## src/tpw_pkg.sv

```systemverilog
/*
  tpw_pkg: shared constants and types for the 16-bit PWM timer block.
  Assumes a single 20 MHz clock; register offsets are APB byte addresses.
*/
package tpw_pkg;

  // apb byte offsets, one aligned word per register
  localparam logic [7:0] OFS_CTRL1   = 8'h00;
  localparam logic [7:0] OFS_CTRL2   = 8'h04;
  localparam logic [7:0] OFS_STATUS  = 8'h08;
  localparam logic [7:0] OFS_CMP1_HI = 8'h0C;
  localparam logic [7:0] OFS_CMP1_LO = 8'h10;
  localparam logic [7:0] OFS_CMP2_HI = 8'h14;
  localparam logic [7:0] OFS_CMP2_LO = 8'h18;
  localparam logic [7:0] OFS_CAP1_HI = 8'h1C;
  localparam logic [7:0] OFS_CAP1_LO = 8'h20;
  localparam logic [7:0] OFS_CAP2_HI = 8'h24;
  localparam logic [7:0] OFS_CAP2_LO = 8'h28;
  localparam logic [7:0] OFS_CNT_HI  = 8'h2C;
  localparam logic [7:0] OFS_CNT_LO  = 8'h30;

  // control 1 field positions
  localparam int B_CAP_IE   = 7;
  localparam int B_MATCH_IE = 6;
  localparam int B_OVF_IE   = 5;
  localparam int B_LEVEL2   = 2;
  localparam int B_CAP1_RISE = 1;
  localparam int B_LEVEL1   = 0;
  localparam logic [7:0] CTRL1_MASK = 8'hE7;
  // control 2 field positions
  localparam int B_PIN_EN   = 7;
  localparam int B_ONE_PULSE = 5;
  localparam int B_PWM      = 4;
  localparam int B_CLK_HI   = 3;
  localparam int B_CLK_LO   = 2;
  localparam int B_CAP2_RISE = 1;
  localparam int B_EXT_RISE = 0;
  localparam logic [7:0] CTRL2_MASK = 8'hBF;
  // flag vector positions, status reads {flags, 3'b000}
  localparam int F_CAP1   = 4;
  localparam int F_MATCH1 = 3;
  localparam int F_OVF    = 2;
  localparam int F_CAP2   = 1;
  localparam int F_MATCH2 = 0;

  // reset and reload values
  localparam logic [7:0]  CTRL_RESET = 8'h00;
  localparam logic [15:0] CMP_RESET  = 16'h8000;
  localparam logic [15:0] CNT_RESET  = 16'hFFFC;
  localparam logic [15:0] CNT_RELOAD = 16'hFFFC;
  localparam logic [15:0] CNT_MAX    = 16'hFFFF;

  typedef enum logic [1:0] {
    CK_DIV4 = 2'b00,
    CK_DIV2 = 2'b01,
    CK_DIV8 = 2'b10,
    CK_EXT  = 2'b11
  } tpw_clk_sel_t;

  typedef struct packed {
    logic        psel;
    logic        penable;
    logic        pwrite;
    logic [7:0]  paddr;
    logic [31:0] pwdata;
  } tpw_apb_req_t;

  typedef struct packed {
    logic [31:0] prdata;
    logic        pready;
    logic        pslverr;
  } tpw_apb_rsp_t;

  // pins from outside the clock domain: ext clock, capture 1, capture 2
  typedef struct packed {
    logic ext_clk;
    logic cap1;
    logic cap2;
  } tpw_pins_t;

  // processor state, same clock domain
  typedef struct packed {
    logic halt_mode;
    logic wait_mode;
    logic halt_irq_exit;
    logic global_mask;
  } tpw_cpu_t;

  typedef struct packed {
    logic [7:0]       ctrl1;
    logic [7:0]       ctrl2;
    logic [15:0]      cnt;
    logic [1:0][15:0] cmp_buf;
    logic [1:0][15:0] cmp_act;
    logic [1:0]       inhibit;
    logic [4:0]       flags;
    logic [4:0]       seen;
    logic [1:0][15:0] cap;
    logic [1:0]       cap_pend;
    logic [2:0]       presc;
    logic             wave;
    logic [31:0]      prdata;
    logic [2:0]       sync1;
    logic [2:0]       sync2;
    logic [2:0]       prev;
  } tpw_state_t;

endpackage

```

## src/tpw_timer.sv

```systemverilog
/*
  tpw_timer: 16-bit free-running timer in pwm mode with capture, flags,
  shared interrupt and halt/wait behaviour, reached over apb.
  Assumes pins are asynchronous and cpu state ports are on clock.
*/
`timescale 1ns/100ps
`default_nettype none
module tpw_timer (
  input  wire logic              clock,
  input  wire logic              rst,
  input  wire tpw_pkg::tpw_apb_req_t apb_req,
  output var  tpw_pkg::tpw_apb_rsp_t apb_rsp,
  input  wire tpw_pkg::tpw_pins_t    pins,
  input  wire tpw_pkg::tpw_cpu_t     cpu,
  output logic                   waveform_out_pin,
  output logic                   waveform_oe_n,
  output logic                   timer_irq,
  output logic                   wait_wake
);
  import tpw_pkg::*;

  tpw_state_t st;
  tpw_state_t next_st;

  // edge of a synchronised level, polarity chosen by rise
  function automatic logic edge_of(input logic cur, input logic prv,
                                   input logic rise);
    edge_of = rise ? (cur & ~prv) : (~cur & prv);
  endfunction

  // decode shared by read/write access qualifiers and error answer
  function automatic logic addr_ok(input logic [7:0] a);
    addr_ok = (a <= OFS_CNT_LO) && (a[1:0] == 2'b00);
  endfunction

  function automatic logic [7:0] read_byte(input tpw_state_t s,
                                           input logic [7:0] a);
    unique case (a)
      OFS_CTRL1:   read_byte = s.ctrl1;
      OFS_CTRL2:   read_byte = s.ctrl2;
      OFS_STATUS:  read_byte = {s.flags, 3'b000};
      OFS_CMP1_HI: read_byte = s.cmp_buf[0][15:8];
      OFS_CMP1_LO: read_byte = s.cmp_buf[0][7:0];
      OFS_CMP2_HI: read_byte = s.cmp_buf[1][15:8];
      OFS_CMP2_LO: read_byte = s.cmp_buf[1][7:0];
      OFS_CAP1_HI: read_byte = s.cap[0][15:8];
      OFS_CAP1_LO: read_byte = s.cap[0][7:0];
      OFS_CAP2_HI: read_byte = s.cap[1][15:8];
      OFS_CAP2_LO: read_byte = s.cap[1][7:0];
      OFS_CNT_HI:  read_byte = s.cnt[15:8];
      OFS_CNT_LO:  read_byte = s.cnt[7:0];
      default:     read_byte = 8'h00;
    endcase
  endfunction

  logic         halted;
  logic         pwm_act;
  tpw_clk_sel_t clk_sel;
  logic         ext_edge;
  logic         cap1_edge;
  logic         cap2_edge;
  logic         tick;
  logic         m1_hit;
  logic         m2_hit;
  logic         per_match;
  logic [4:0]   set_vec;
  logic         access;
  logic         acc_wr;
  logic         acc_rd;

  assign halted  = cpu.halt_mode;
  assign pwm_act = st.ctrl2[B_PWM];
  assign clk_sel = tpw_clk_sel_t'(st.ctrl2[B_CLK_HI:B_CLK_LO]);

  // edges read only second stage and its delayed copy
  assign ext_edge  = edge_of(st.sync2[2], st.prev[2], st.ctrl2[B_EXT_RISE]);
  assign cap1_edge = edge_of(st.sync2[1], st.prev[1], st.ctrl1[B_CAP1_RISE]);
  assign cap2_edge = edge_of(st.sync2[0], st.prev[0], st.ctrl2[B_CAP2_RISE]);

  // timer clock enable; halt stops every tick
  always_comb begin
    unique case (clk_sel)
      CK_DIV4: tick = (st.presc[1:0] == 2'b11);
      CK_DIV2: tick = st.presc[0];
      CK_DIV8: tick = (st.presc == 3'b111);
      CK_EXT:  tick = ext_edge;
    endcase
    if (halted) begin
      tick = 1'b0;
    end
  end

  // matches on every tick, suppressed while a high byte is pending
  assign m1_hit = tick && !st.inhibit[0]
                  && (st.cnt == st.cmp_act[0]);
  assign m2_hit = tick && !st.inhibit[1]
                  && (st.cnt == st.cmp_act[1]);
  assign per_match = pwm_act && m2_hit;

  // hardware flag sets; pwm steals compare flags and capture pin 1
  always_comb begin
    set_vec = 5'b00000;
    set_vec[F_MATCH1] = !pwm_act && m1_hit;
    set_vec[F_MATCH2] = !pwm_act && m2_hit;
    set_vec[F_OVF] = tick && !per_match && (st.cnt == CNT_MAX);
    set_vec[F_CAP1] = per_match
                    || (!pwm_act && !halted && cap1_edge)
                    || (cpu.halt_irq_exit && st.cap_pend[0]);
    set_vec[F_CAP2] = (!halted && cap2_edge)
                    || (cpu.halt_irq_exit && st.cap_pend[1]);
  end

  assign access = apb_req.psel && apb_req.penable;
  assign acc_wr = access && apb_req.pwrite && addr_ok(apb_req.paddr);
  assign acc_rd = access && !apb_req.pwrite && addr_ok(apb_req.paddr);

  // next state of the whole block
  always_comb begin
    logic [4:0] clr;
    logic [4:0] lo_acc;
    clr = 5'b00000;
    lo_acc = 5'b00000;
    next_st = st;
    // two-stage synchroniser, then a delayed copy for edges
    next_st.sync1 = {pins.ext_clk, pins.cap1, pins.cap2};
    next_st.sync2 = st.sync1;
    next_st.prev  = st.sync2;
    if (!halted) begin
      next_st.presc = st.presc + 3'd1;
    end
    // counter: reload at period end, else add one
    if (per_match) begin
      next_st.cnt = CNT_RELOAD;
    end else if (tick) begin
      next_st.cnt = st.cnt + 16'h0001;
    end
    // waveform level; period end has priority over pulse edge
    if (per_match) begin
      next_st.wave = st.ctrl1[B_LEVEL2];
    end else if (m1_hit) begin
      next_st.wave = st.ctrl1[B_LEVEL1];
    end
    // active compare values: shadowed in pwm, direct otherwise
    if (!pwm_act) begin
      next_st.cmp_act = st.cmp_buf;
    end else if (per_match) begin
      next_st.cmp_act = st.cmp_buf;
    end
    // captures; edges during halt only arm the detector
    if (halted) begin
      if (cap1_edge && !pwm_act) begin
        next_st.cap_pend[0] = 1'b1;
      end
      if (cap2_edge) begin
        next_st.cap_pend[1] = 1'b1;
      end
    end else begin
      if (cap1_edge && !pwm_act) begin
        next_st.cap[0] = st.cnt;
      end
      if (cap2_edge) begin
        next_st.cap[1] = st.cnt;
      end
    end
    if (cpu.halt_irq_exit) begin
      if (st.cap_pend[0]) begin
        next_st.cap[0] = st.cnt;
      end
      if (st.cap_pend[1]) begin
        next_st.cap[1] = st.cnt;
      end
      next_st.cap_pend = 2'b00;
    end
    // apb setup cycle latches read data for the access phase
    if (apb_req.psel && !apb_req.penable) begin
      next_st.prdata = {24'h00_0000, read_byte(st, apb_req.paddr)};
    end
    // status read arms the clear of flags that are set now
    if (acc_rd && apb_req.paddr == OFS_STATUS) begin
      next_st.seen = st.flags;
    end
    if (access && addr_ok(apb_req.paddr)) begin
      lo_acc[F_CAP1]   = (apb_req.paddr == OFS_CAP1_LO);
      lo_acc[F_MATCH1] = (apb_req.paddr == OFS_CMP1_LO);
      lo_acc[F_OVF]    = (apb_req.paddr == OFS_CNT_LO);
      lo_acc[F_CAP2]   = (apb_req.paddr == OFS_CAP2_LO);
      lo_acc[F_MATCH2] = (apb_req.paddr == OFS_CMP2_LO);
    end
    clr = lo_acc & st.seen;
    next_st.seen = next_st.seen & ~lo_acc;
    // register writes; read-only words ignore writes
    if (acc_wr) begin
      unique case (apb_req.paddr)
        OFS_CTRL1: next_st.ctrl1 = apb_req.pwdata[7:0] & CTRL1_MASK;
        OFS_CTRL2: next_st.ctrl2 = apb_req.pwdata[7:0] & CTRL2_MASK;
        OFS_CMP1_HI: begin
          next_st.cmp_buf[0][15:8] = apb_req.pwdata[7:0];
          next_st.inhibit[0] = 1'b1;
        end
        OFS_CMP1_LO: begin
          next_st.cmp_buf[0][7:0] = apb_req.pwdata[7:0];
          next_st.inhibit[0] = 1'b0;
        end
        OFS_CMP2_HI: begin
          next_st.cmp_buf[1][15:8] = apb_req.pwdata[7:0];
          next_st.inhibit[1] = 1'b1;
        end
        OFS_CMP2_LO: begin
          next_st.cmp_buf[1][7:0] = apb_req.pwdata[7:0];
          next_st.inhibit[1] = 1'b0;
        end
        default: ;
      endcase
    end
    // set wins over a clear in the same cycle
    next_st.flags = (st.flags & ~clr) | set_vec;
  end

  // single state register
  always_ff @(posedge clock or posedge rst) begin
    if (rst) begin
      next_st_reset: begin
        st.ctrl1    <= CTRL_RESET;
        st.ctrl2    <= CTRL_RESET;
        st.cnt      <= CNT_RESET;
        st.cmp_buf  <= {CMP_RESET, CMP_RESET};
        st.cmp_act  <= {CMP_RESET, CMP_RESET};
        st.inhibit  <= 2'b00;
        st.flags    <= 5'b00000;
        st.seen     <= 5'b00000;
        st.cap      <= {16'h0000, 16'h0000};
        st.cap_pend <= 2'b00;
        st.presc    <= 3'b000;
        st.wave     <= 1'b0;
        st.prdata   <= 32'h0000_0000;
        st.sync1    <= 3'b000;
        st.sync2    <= 3'b000;
        st.prev     <= 3'b000;
      end
    end else begin
      st <= next_st;
    end
  end

  // zero-wait slave; unmapped words answer with an error
  assign apb_rsp = '{
    prdata:  st.prdata,
    pready:  1'b1,
    pslverr: access && !addr_ok(apb_req.paddr)
  };

  // pin is driven only when software hands it to the timer
  assign waveform_out_pin = st.wave;
  assign waveform_oe_n    = ~st.ctrl2[B_PIN_EN];

  // one shared request line; wait wake but never halt wake
  logic irq_src;
  assign irq_src = (st.ctrl1[B_CAP_IE]
                    && (st.flags[F_CAP1] || st.flags[F_CAP2]))
                || (st.ctrl1[B_MATCH_IE]
                    && (st.flags[F_MATCH1] || st.flags[F_MATCH2]))
                || (st.ctrl1[B_OVF_IE] && st.flags[F_OVF]);
  assign timer_irq = irq_src && !cpu.global_mask;
  assign wait_wake = timer_irq && cpu.wait_mode && !halted;

  property p_reload;
    @(posedge clock) disable iff (rst)
      per_match |=> (st.cnt == 16'hFFFC);
  endproperty
  a_reload: assert property (p_reload)
    else $error("counter not reloaded at period end");

  property p_no_match_flag;
    @(posedge clock) disable iff (rst)
      pwm_act |=> !$rose(st.flags[F_MATCH1]) && !$rose(st.flags[F_MATCH2]);
  endproperty
  a_no_match_flag: assert property (p_no_match_flag)
    else $error("compare flag set in pwm mode");

  property p_period_flag;
    @(posedge clock) disable iff (rst)
      per_match |=> st.flags[F_CAP1];
  endproperty
  a_period_flag: assert property (p_period_flag)
    else $error("capture flag 1 missing at period end");

  property p_levels;
    @(posedge clock) disable iff (rst)
      per_match |=> (waveform_out_pin == $past(st.ctrl1[B_LEVEL2]));
  endproperty
  a_levels: assert property (p_levels)
    else $error("pin did not take second level");

  property p_pulse_edge;
    @(posedge clock) disable iff (rst)
      m1_hit && !per_match |=> (waveform_out_pin == $past(st.ctrl1[B_LEVEL1]));
  endproperty
  a_pulse_edge: assert property (p_pulse_edge)
    else $error("pin did not take first level");

  property p_inhibit;
    @(posedge clock) disable iff (rst)
      acc_wr && (apb_req.paddr == OFS_CMP1_HI) |=> st.inhibit[0] && !m1_hit;
  endproperty
  a_inhibit: assert property (p_inhibit)
    else $error("compare active while high byte pending");

  property p_inhibit_end;
    @(posedge clock) disable iff (rst)
      acc_wr && (apb_req.paddr == OFS_CMP1_LO) |=> !st.inhibit[0];
  endproperty
  a_inhibit_end: assert property (p_inhibit_end)
    else $error("compare still inhibited after low byte");

  property p_cap1_cut;
    @(posedge clock) disable iff (rst)
      pwm_act && !cpu.halt_irq_exit |=> $stable(st.cap[0]);
  endproperty
  a_cap1_cut: assert property (p_cap1_cut)
    else $error("capture 1 loaded in pwm mode");

  property p_arm_halt;
    @(posedge clock) disable iff (rst)
      halted && cap2_edge && !cpu.halt_irq_exit |=> st.cap_pend[1];
  endproperty
  a_arm_halt: assert property (p_arm_halt)
    else $error("capture edge in halt not armed");

  property p_halt_freeze;
    @(posedge clock) disable iff (rst)
      halted ##1 halted |-> $stable(st.cnt);
  endproperty
  a_halt_freeze: assert property (p_halt_freeze)
    else $error("counter moved during halt");

  property p_irq_mask;
    @(posedge clock) disable iff (rst)
      cpu.global_mask |-> !timer_irq;
  endproperty
  a_irq_mask: assert property (p_irq_mask)
    else $error("interrupt while globally masked");

  property p_no_halt_wake;
    @(posedge clock) disable iff (rst)
      halted |-> !wait_wake;
  endproperty
  a_no_halt_wake: assert property (p_no_halt_wake)
    else $error("timer event woke from halt");

  property p_shadow;
    @(posedge clock) disable iff (rst)
      pwm_act && !per_match |=> $stable(st.cmp_act);
  endproperty
  a_shadow: assert property (p_shadow)
    else $error("compare value changed mid period");

  property p_overflow;
    @(posedge clock) disable iff (rst)
      tick && !per_match && (st.cnt == 16'hFFFF)
        |=> st.flags[F_OVF] && (st.cnt == 16'h0000);
  endproperty
  a_overflow: assert property (p_overflow)
    else $error("overflow not flagged on rollover");

endmodule
`default_nettype wire

```

## config.mk

```make
export PLATFORM = sky130hd
export DESIGN_NAME = tpw_timer
export DESIGN_NICKNAME = d
export VERILOG_FILES = /design/src/tpw_pkg.sv /design/src/tpw_timer.sv
export SDC_FILE = /design/constraint.sdc
export NUM_CORES = 1
export LEC_CHECK = 0
export ABC_CLOCK_PERIOD_IN_PS = 6000
export BUFFER_PORTS_ARGS = -buffer_cell sky130_fd_sc_hd__buf_2
export CAP_MARGIN = 20
export CORE_MARGIN = 10
export CORE_UTILIZATION = 50
export CTS_CLUSTER_DIAMETER = 30
export DETAILED_ROUTE_END_ITERATION = 12
export PLACE_DENSITY = 0.67
export SLEW_MARGIN = 25
export SYNTH_ARGS = -nofsm -noshare
export SYNTH_HDL_FRONTEND = slang
export SYNTH_SLANG_ARGS = --single-unit
```

## constraint.sdc

```tcl
create_clock -name clock -period 6 [get_ports clock]
set_clock_uncertainty 0.05 [all_clocks]
set_input_delay 0.9 -clock clock [delete_from_list [all_inputs] [get_ports clock]]
set_output_delay 0.9 -clock clock [all_outputs]
set_load 0.005 [all_outputs]
```

==> impl_results.md, run 1 <==
* Number of nets with antenna violations after routing at 0
* Drt total wl at 22.54 mm
* Synth warnings at 0
* Status: finished, final reports clean
* Final Cycle Share at 54.97%
* CP arrival at 3560 ps
* Pin count of the biggest net entering global routing at 110
* Number of detailed-route iterations in the first pass at 5
* Layout cells sized above 1 at 31.43%
* Post-layout min period at 3298 ps
* Clock share of power at 41.2%
* Startpoint Class: input port
* Antenna Cells at 0
* Flops & latches, synth at 160
* Post-route DRC at 0
* Antenna violations before repair at 0
* First-pass GRT wire length at 34.51 mm
* HP Class: flip-flop to flip-flop
* Num CTS Buffers at 17
* Flop pwr share at 48.7%
* Rows at 46
* Max-cap violations at 0
* Combinational share of power at 10.1%
* Post-DP HPWL at 16.02 mm
* Drt via density at 5.909
* CP required at 6270 ps
* Vias at 5525
* Unique masters post-synth at 59
* Post-synthesis cell area at 7943 um^2
* Total core area at 15710 um^2
* Avg WL per Cell at 24.11 um
* Sequential fraction of the synthesis area at 50.69%
* Leak at 4.114 nW
* CP startpoint: apb_req[34]
* Overflow left after global routing at 0
* Max stage delay cell, worst path: a2111oi_4
* Vias in the first global route at 5606
* # setup viols final at 0
* Synth Instances at 694
* Io pins at 90
* CP peak stage delay at 650 ps
* Nets at 761
* Slew @ Worst Pin at 1006 ps
* Post-synth EDFFs at 0
* Gpl congestion at 0.9304
* Tot GR Track Use at 21.15%
* Most used DFF post-synth: dfrtp_1
* Worst-path clk slew at 70 ps
* RSZ-0062 raised after global routing: no
* Critical path class: input port to flip-flop
* Internal cell power at 1.789 mW
* Peak supply drop at 0.3551 mV
* Die Width at 146.0 um
* CTS tree: done
* Core Util, Final at 55.29%
* Synth top area share at 44.74%
* Slew Limit Fails at 0
* PD cells at 288.5 nW/um^2
* Setup_tns at 0 ps
* CTS Sinks at 160
* Crit end category: flip-flop
* Fmax at 303.2 MHz
* Worst r2r src: st[42]$_DFFE_PP0N_
* HP Start: next_st[5]$_DFF_PP0_
* Clock buffer depth at 2
* Worst-skew pair later-pin latency at 440 ps
* Post-synth ARST share at 100.0%
* Area of the multi-input gates at 3556 um^2
* Avg Inst Size Synth at 11.44 um^2
* Worst path cell trace: buf_2 > or2_2 > a2111oi_4 > nand2_1 > nor2_2 > mux2_2
* Commonest cells post-synth: 142 x dfrtp_1, 112 x mux2_2, 46 x nand2_1
* Switching fraction of total power at 28.63%
* Fillers at 1358
* Post-CTS setup buffer count at 0
* Synth-to-Final Area Change at 9.373%
* Die height at 146.0 um
* H-tree levels at 4
* Initial core utilization at 50.55%
* Slew margin rel. at 32.30%
* Root buf cell: clkbuf_16
* Die ar. at 21330 um^2
* Count leader, synth: dfrtp_1
* Final Hold Viols at 0
* Cts hold-fix bufs at 0
* PostCTS Resize Cnt at 0
* Yosys top cell by area: dfrtp_1
* PortBufs at 40
* Synth area leaders: dfrtp_1 45%, mux2_2 16%, dfstp_2 6.0%
* FF+latch area at 4026 um^2
* 1st-iter DRT viols at 557
* Sw power at 0.7175 mW
* Worst-path maximum fanout at 17
power by group through the flow:
stage	clock [mW]	combinational [mW]	sequential, mW
6_report	1.03	0.252	1.22
5_1_grt	1.09	0.283	1.23
4_1_cts	1.05	0.252	1.22
3_5_place_dp	0	0.251	1.24
3_3_place_gp	0	0.244	1.23
2_1_floorplan	0	0.224	1.18
stage by stage:
step                setup WS, ps  instance area (um^2)  hold WS [ps]  total power [mW]  instances
floorplan                  759.9                  8029         281.2             1.403        717
global placement            2259                  8128         283.0             1.478        903
detailed placement          2286                  8128         291.1             1.487        903
CTS                         2751                  8680         306.6             2.514        935
global route                2588                  8687         314.4             2.596        935
finish                      2702                  8687         301.3             2.506        935
per-layer routing:
layer	vias up	part of all wire, %	wire length, um	global-route usage [%]
met4	0	2.4	552	7.357
met5	-	0	0	0
li1	2447	-	-	-
met2	227	47	10520	33.20
met3	33	6.7	1517	5.624
met1	2818	44	9950	27.74
critical path, delay by kind of cell:
kind                   cells  cell delay [ps]
AND/OR/NAND/NOR            3             1290
AO/OA/AOI/OAI              1              650
multiplexers               1              410
buffers and inverters      1              290
cells in the final DEF, fill, tap and decap left out, types with 3 or more instances in the layout:
| master | count |
|---|---|
| inv_6 | 7 |
| nand2_1 | 46 |
| xor2_1 | 22 |
| nand4_1 | 8 |
| nand3b_1 | 3 |
| mux2i_1 | 18 |
| nor2_2 | 4 |
| inv_1 | 9 |
| a22oi_1 | 16 |
| xnor2_1 | 23 |
| a21oi_1 | 26 |
| conb_1 | 25 |
| nor2_1 | 33 |
| a31oi_1 | 6 |
| buf_4 | 5 |
| mux2_2 | 112 |
| buf_2 | 40 |
| dfstp_2 | 18 |
| and3_1 | 5 |
| nor3_1 | 9 |
| a32o_1 | 5 |
| dfrtp_1 | 142 |
| nand3_1 | 20 |
| nor3_2 | 3 |
| and2_1 | 5 |
| ha_1 | 3 |
| nor4_1 | 8 |
| a22o_1 | 6 |
| o21ai_0 | 21 |
| clkbuf_16 | 17 |
| or2_2 | 4 |
| o22ai_1 | 8 |
state kept, by name, indices dropped and copies added (netlist names):
register,cells
next_st,6
clk_sel,2
pwm_act,1
apb_rsp,8
st,142
waveform_out_pin,1
logic make-up (layout without fill, tap and decap cells):
logic type | Yosys count | in the layout | share of synthesized area [%]
mux | 133 | 133 | 18.86
other cells | 2 | 25 | 0.09455
buf+inv | 85 | 87 | 5.734
fa+ha+maj | 3 | 3 | 0.4726
compound gates | 102 | 102 | 8.601
simple gates | 164 | 164 | 10.59
xor+xnor | 45 | 45 | 4.962
flops | 160 | 160 | 50.69
path summary, 6_finish.rpt:
check	endpoint	slack (ps)	cells past startpoint
setup / recovery	st[146]$_DFFE_PP0P_	2700	6
hold / removal	next_st[2]$_DFF_PP0_	300	0
setup reg to reg	waveform_out_pin$_DFFE_PP0P_	2970	7
hold reg to reg	next_st[2]$_DFF_PP0_	300	0
max in group asynchronous	st[86]$_DFF_PP0_	4180	3
min in group asynchronous	st[43]$_DFFE_PP0N_	550	2
cell type report:
| cell class | instances | area share, % |
|---|---|---|
| Tap cell | 216 | 3.111 |
| Sequential cell | 160 | 46.35 |
| Inverter | 10 | 0.5185 |
| Clock inverter | 14 | 1.411 |
| Clock buffer | 18 | 4.940 |
| Multi-Input combinational cell | 472 | 40.93 |
| Timing Repair Buffer | 45 | 2.737 |
Note: power is estimated with default switching activity, not from simulation.
==> run 2: changes to the inputs <==
--- a/config.mk
+++ b/config.mk
@@ -5,7 +5,8 @@
 export SDC_FILE = /design/constraint.sdc
 export NUM_CORES = 1
 export LEC_CHECK = 0
-export ABC_CLOCK_PERIOD_IN_PS = 6000
+export ABC_AREA = 1
+export ABC_CLOCK_PERIOD_IN_PS = 3500
 export BUFFER_PORTS_ARGS = -buffer_cell sky130_fd_sc_hd__buf_2
 export CAP_MARGIN = 20
 export CORE_MARGIN = 10
==> constraint.sdc (replaced) <==
create_clock -name clock -period 3.5 [get_ports clock]
set_clock_uncertainty 0.05 [all_clocks]
set_input_delay 0.525 -clock clock [delete_from_list [all_inputs] [get_ports clock]]
set_output_delay 0.525 -clock clock [all_outputs]
set_load 0.005 [all_outputs]
==> run 2 against run 1 <==
Against the previous run: sequential power is 66% higher; synthesized area is 0.77% higher; global-route usage is 0.43 points higher; critical endpoint is now st[103]$_DFFE_PP0P_; setup slack worse by 1700 ps; power is 70% higher; largest cell class unchanged; critical path depth is 6 higher; highest routed layer unchanged; flip-flop and latch count stayed put; largest power group unchanged.
==> impl_results.md, run 2 <==
* Slew @ Worst Pin at 889.9 ps
* Sequential fraction of the synthesis area at 50.30%
* Slew margin rel. at 40.68%
* PD cells at 482.1 nW/um^2
* Commonest non-fill, non-tap cell in the layout: nand2_1
* Vias in the first global route at 6379
* Worst path cell trace: ha_1 > ha_1 > nand2_1 > nand3_1 > nand2_1 > inv_1 > nand2_2 > nor2_1 > nand2_2 > nand2_4 > nand2_1 > o21ai_0
* CTS tree: done
* Startpoint Class: flip-flop
* Crit end category: flip-flop
* Slew Limit Fails at 0
* Number of nets with antenna violations after routing at 0
* CP arrival at 2800 ps
* Vias at 6759
* Post-DP HPWL at 16.00 mm
* Synth warnings at 0
* Post-layout min period at 2501 ps
* Most frequent cell on the critical path: nand2_1
* # setup viols final at 0
* Drt via density at 5.244
* Worst r2r path cells at 12
* Count leader, synth: nand2_1
* R2R Path End: st[103]$_DFFE_PP0P_
* Gpl congestion at 0.9295
* Critical path class: flip-flop to flip-flop
* 1st-iter DRT viols at 765
* Post-route cell area at 8840 um^2
* Status: finished, final reports clean
* Worst Slack Setup Final at 999.4 ps
* Most used DFF post-synth: dfrtp_1
* Synth top area share at 44.40%
* Num CTS Buffers at 17
* Synth-to-Final Area Change at 10.44%
* Most frequent cells in the layout: 376 x nand2_1, 142 x dfrtp_1, 107 x o21ai_0
* Pin count of the biggest net entering global routing at 161
* Setup_tns at 0 ps
* Fmax at 399.9 MHz
* Die ar. at 21470 um^2
* Antenna Cells at 0
* Unique masters post-synth at 35
* Cts hold-fix bufs at 0
* HP Start: pins[2]
* Core Util, Final at 56.05%
* CP peak stage delay at 450 ps
* Post-synth EDFFs at 0
* Initial core utilization at 50.75%
* Io pins at 90
* Nets at 1115
* WHS Endpoint: next_st[5]$_DFF_PP0_
* Antenna violations before repair at 0
* Max stage delay cell, worst path: nand2_4
* Max-cap violations at 0
* Number of detailed-route iterations in the first pass at 8
* CTS Sinks at 160
* Pre-CTS setup slack at 1032 ps
* Rows at 46
* Tot GR Track Use at 21.58%
* CP required at 3800 ps
* Flops & latches, synth at 160
* Layout cells sized above 1 at 12.40%
* Biggest register: st
* Buffers & Inverters on Critical Path at 1
* Total core area at 15770 um^2
* PostCTS Resize Cnt at 0
* Top delay family on crit path: simple AND/OR/NAND/NOR gates
* Max reg flops at 142
* RSZ-0062 raised after global routing: no
* Reg-to-reg slack, setup at 1000 ps
* Die Width at 146.5 um
* Post-route DRC at 0
* Die height at 146.5 um
* Drt total wl at 22.61 mm
* Root buf cell: clkbuf_16
* First-pass GRT wire length at 36.10 mm
* Worst-skew pair later-pin latency at 450 ps
* Final Cycle Share at 71.45%
* Avg Inst Size Synth at 7.801 um^2
* Peak supply drop at 0.3888 mV
* Yosys top cell by area: dfrtp_1
* PortBufs at 40
* Hold Path Depth at 1
* Clock buffer depth at 2
* Worst-path maximum fanout at 59
* Post-CTS setup buffer count at 0
* Leak at 4.249 nW
* Post-synthesis cell area at 8004 um^2
* Avg WL per Cell at 17.54 um
* Synth area leaders: dfrtp_1 44%, nand2_1 18%, o21ai_0 6.7%
* Placed instance area at 8254 um^2
* HP Class: input port to flip-flop
* Commonest cells post-synth: 376 x nand2_1, 142 x dfrtp_1, 107 x o21ai_0
* H-tree levels at 4
* Overflow left after global routing at 0
* Synth Instances at 1026
* Worst-path clk slew at 70 ps
* Worst r2r src: st[42]$_DFFE_PP0N_
* Final Hold Viols at 0
* Post-synth ARST share at 100.0%
==> run 2: cell types whose count changed after synthesis, moves of 23 or more <==
cell     before  now
o21ai_1       1   24
o21ai_0      21  107
inv_1        10   99
nand2_1      46  376
mux2_2      112    0
nand3_1      20   59
==> run 2: per-layer routing <==
metal / track usage [%] / vias up / part of all wire, %
met4: 7.257 / 0 / 1.8
met2: 32.71 / 244 / 45
li1: - / 3274 / -
met5: 0 / - / 0
met3: 5.253 / 30 / 7.5
met1: 29.57 / 3211 / 46
==> run 2: layout make-up <==
| type | count | area (um^2) |
|---|---|---|
| fill | 1539 | 6930 |
| sequential | 160 | 4026 |
| multi-input combinational | 727 | 3279 |
| clock buffer | 17 | 425.4 |
| inverter | 105 | 397.9 |
| timing repair buffer | 49 | 280.3 |
| tap | 216 | 270.3 |
| clock inverter | 15 | 160.2 |
==> run 2: power breakdown <==
part           internal [mW]  switching [mW]
Clock                  0.959           0.892
Sequential              1.94          0.0792
Combinational          0.114           0.275
==> run 2: through the flow <==
stage | power (mW) | cells | hold WS [ps]
final | 4.262 | 1289 | 126.4
after global routing | 4.439 | 1289 | 113.3
after CTS | 4.282 | 1289 | 116.8
after detailed placement | 2.445 | 1257 | 287.3
after global placement | 2.434 | 1257 | 283.5
after floorplan | 2.321 | 1049 | 281.2
==> run 2: worst max path at each step <==
stage / start / to / slack [ps] / depth (start not counted)
after CTS: st[42]$_DFFE_PP0N_ / st[108]$_DFFE_PP0P_ / 1000 / 12
after detailed placement: st[42]$_DFFE_PP0N_ / st[86]$_DFF_PP0_ / 1030 / 11
after floorplan: rst / apb_rsp[2]$_DFFE_PP0P_ / 910 / 1
after global routing: st[42]$_DFFE_PP0N_ / st[103]$_DFFE_PP0P_ / 720 / 12
after global placement: apb_req[39] / st[90]$_DFFE_PP0P_ / 1070 / 6
final: st[42]$_DFFE_PP0N_ / st[103]$_DFFE_PP0P_ / 1000 / 12
==> run 2: kinds of logic after synthesis <==
family | Yosys count | share of synthesized area, %
AND/OR/NAND/NOR | 541 | 28.67
AO/OA/AOI/OAI | 153 | 10.11
buffers and inverters | 162 | 9.801
other | 2 | 0.09383
adder cells (fa/ha/maj) | 3 | 0.4690
flip-flops | 160 | 50.30
XOR/XNOR | 5 | 0.5471
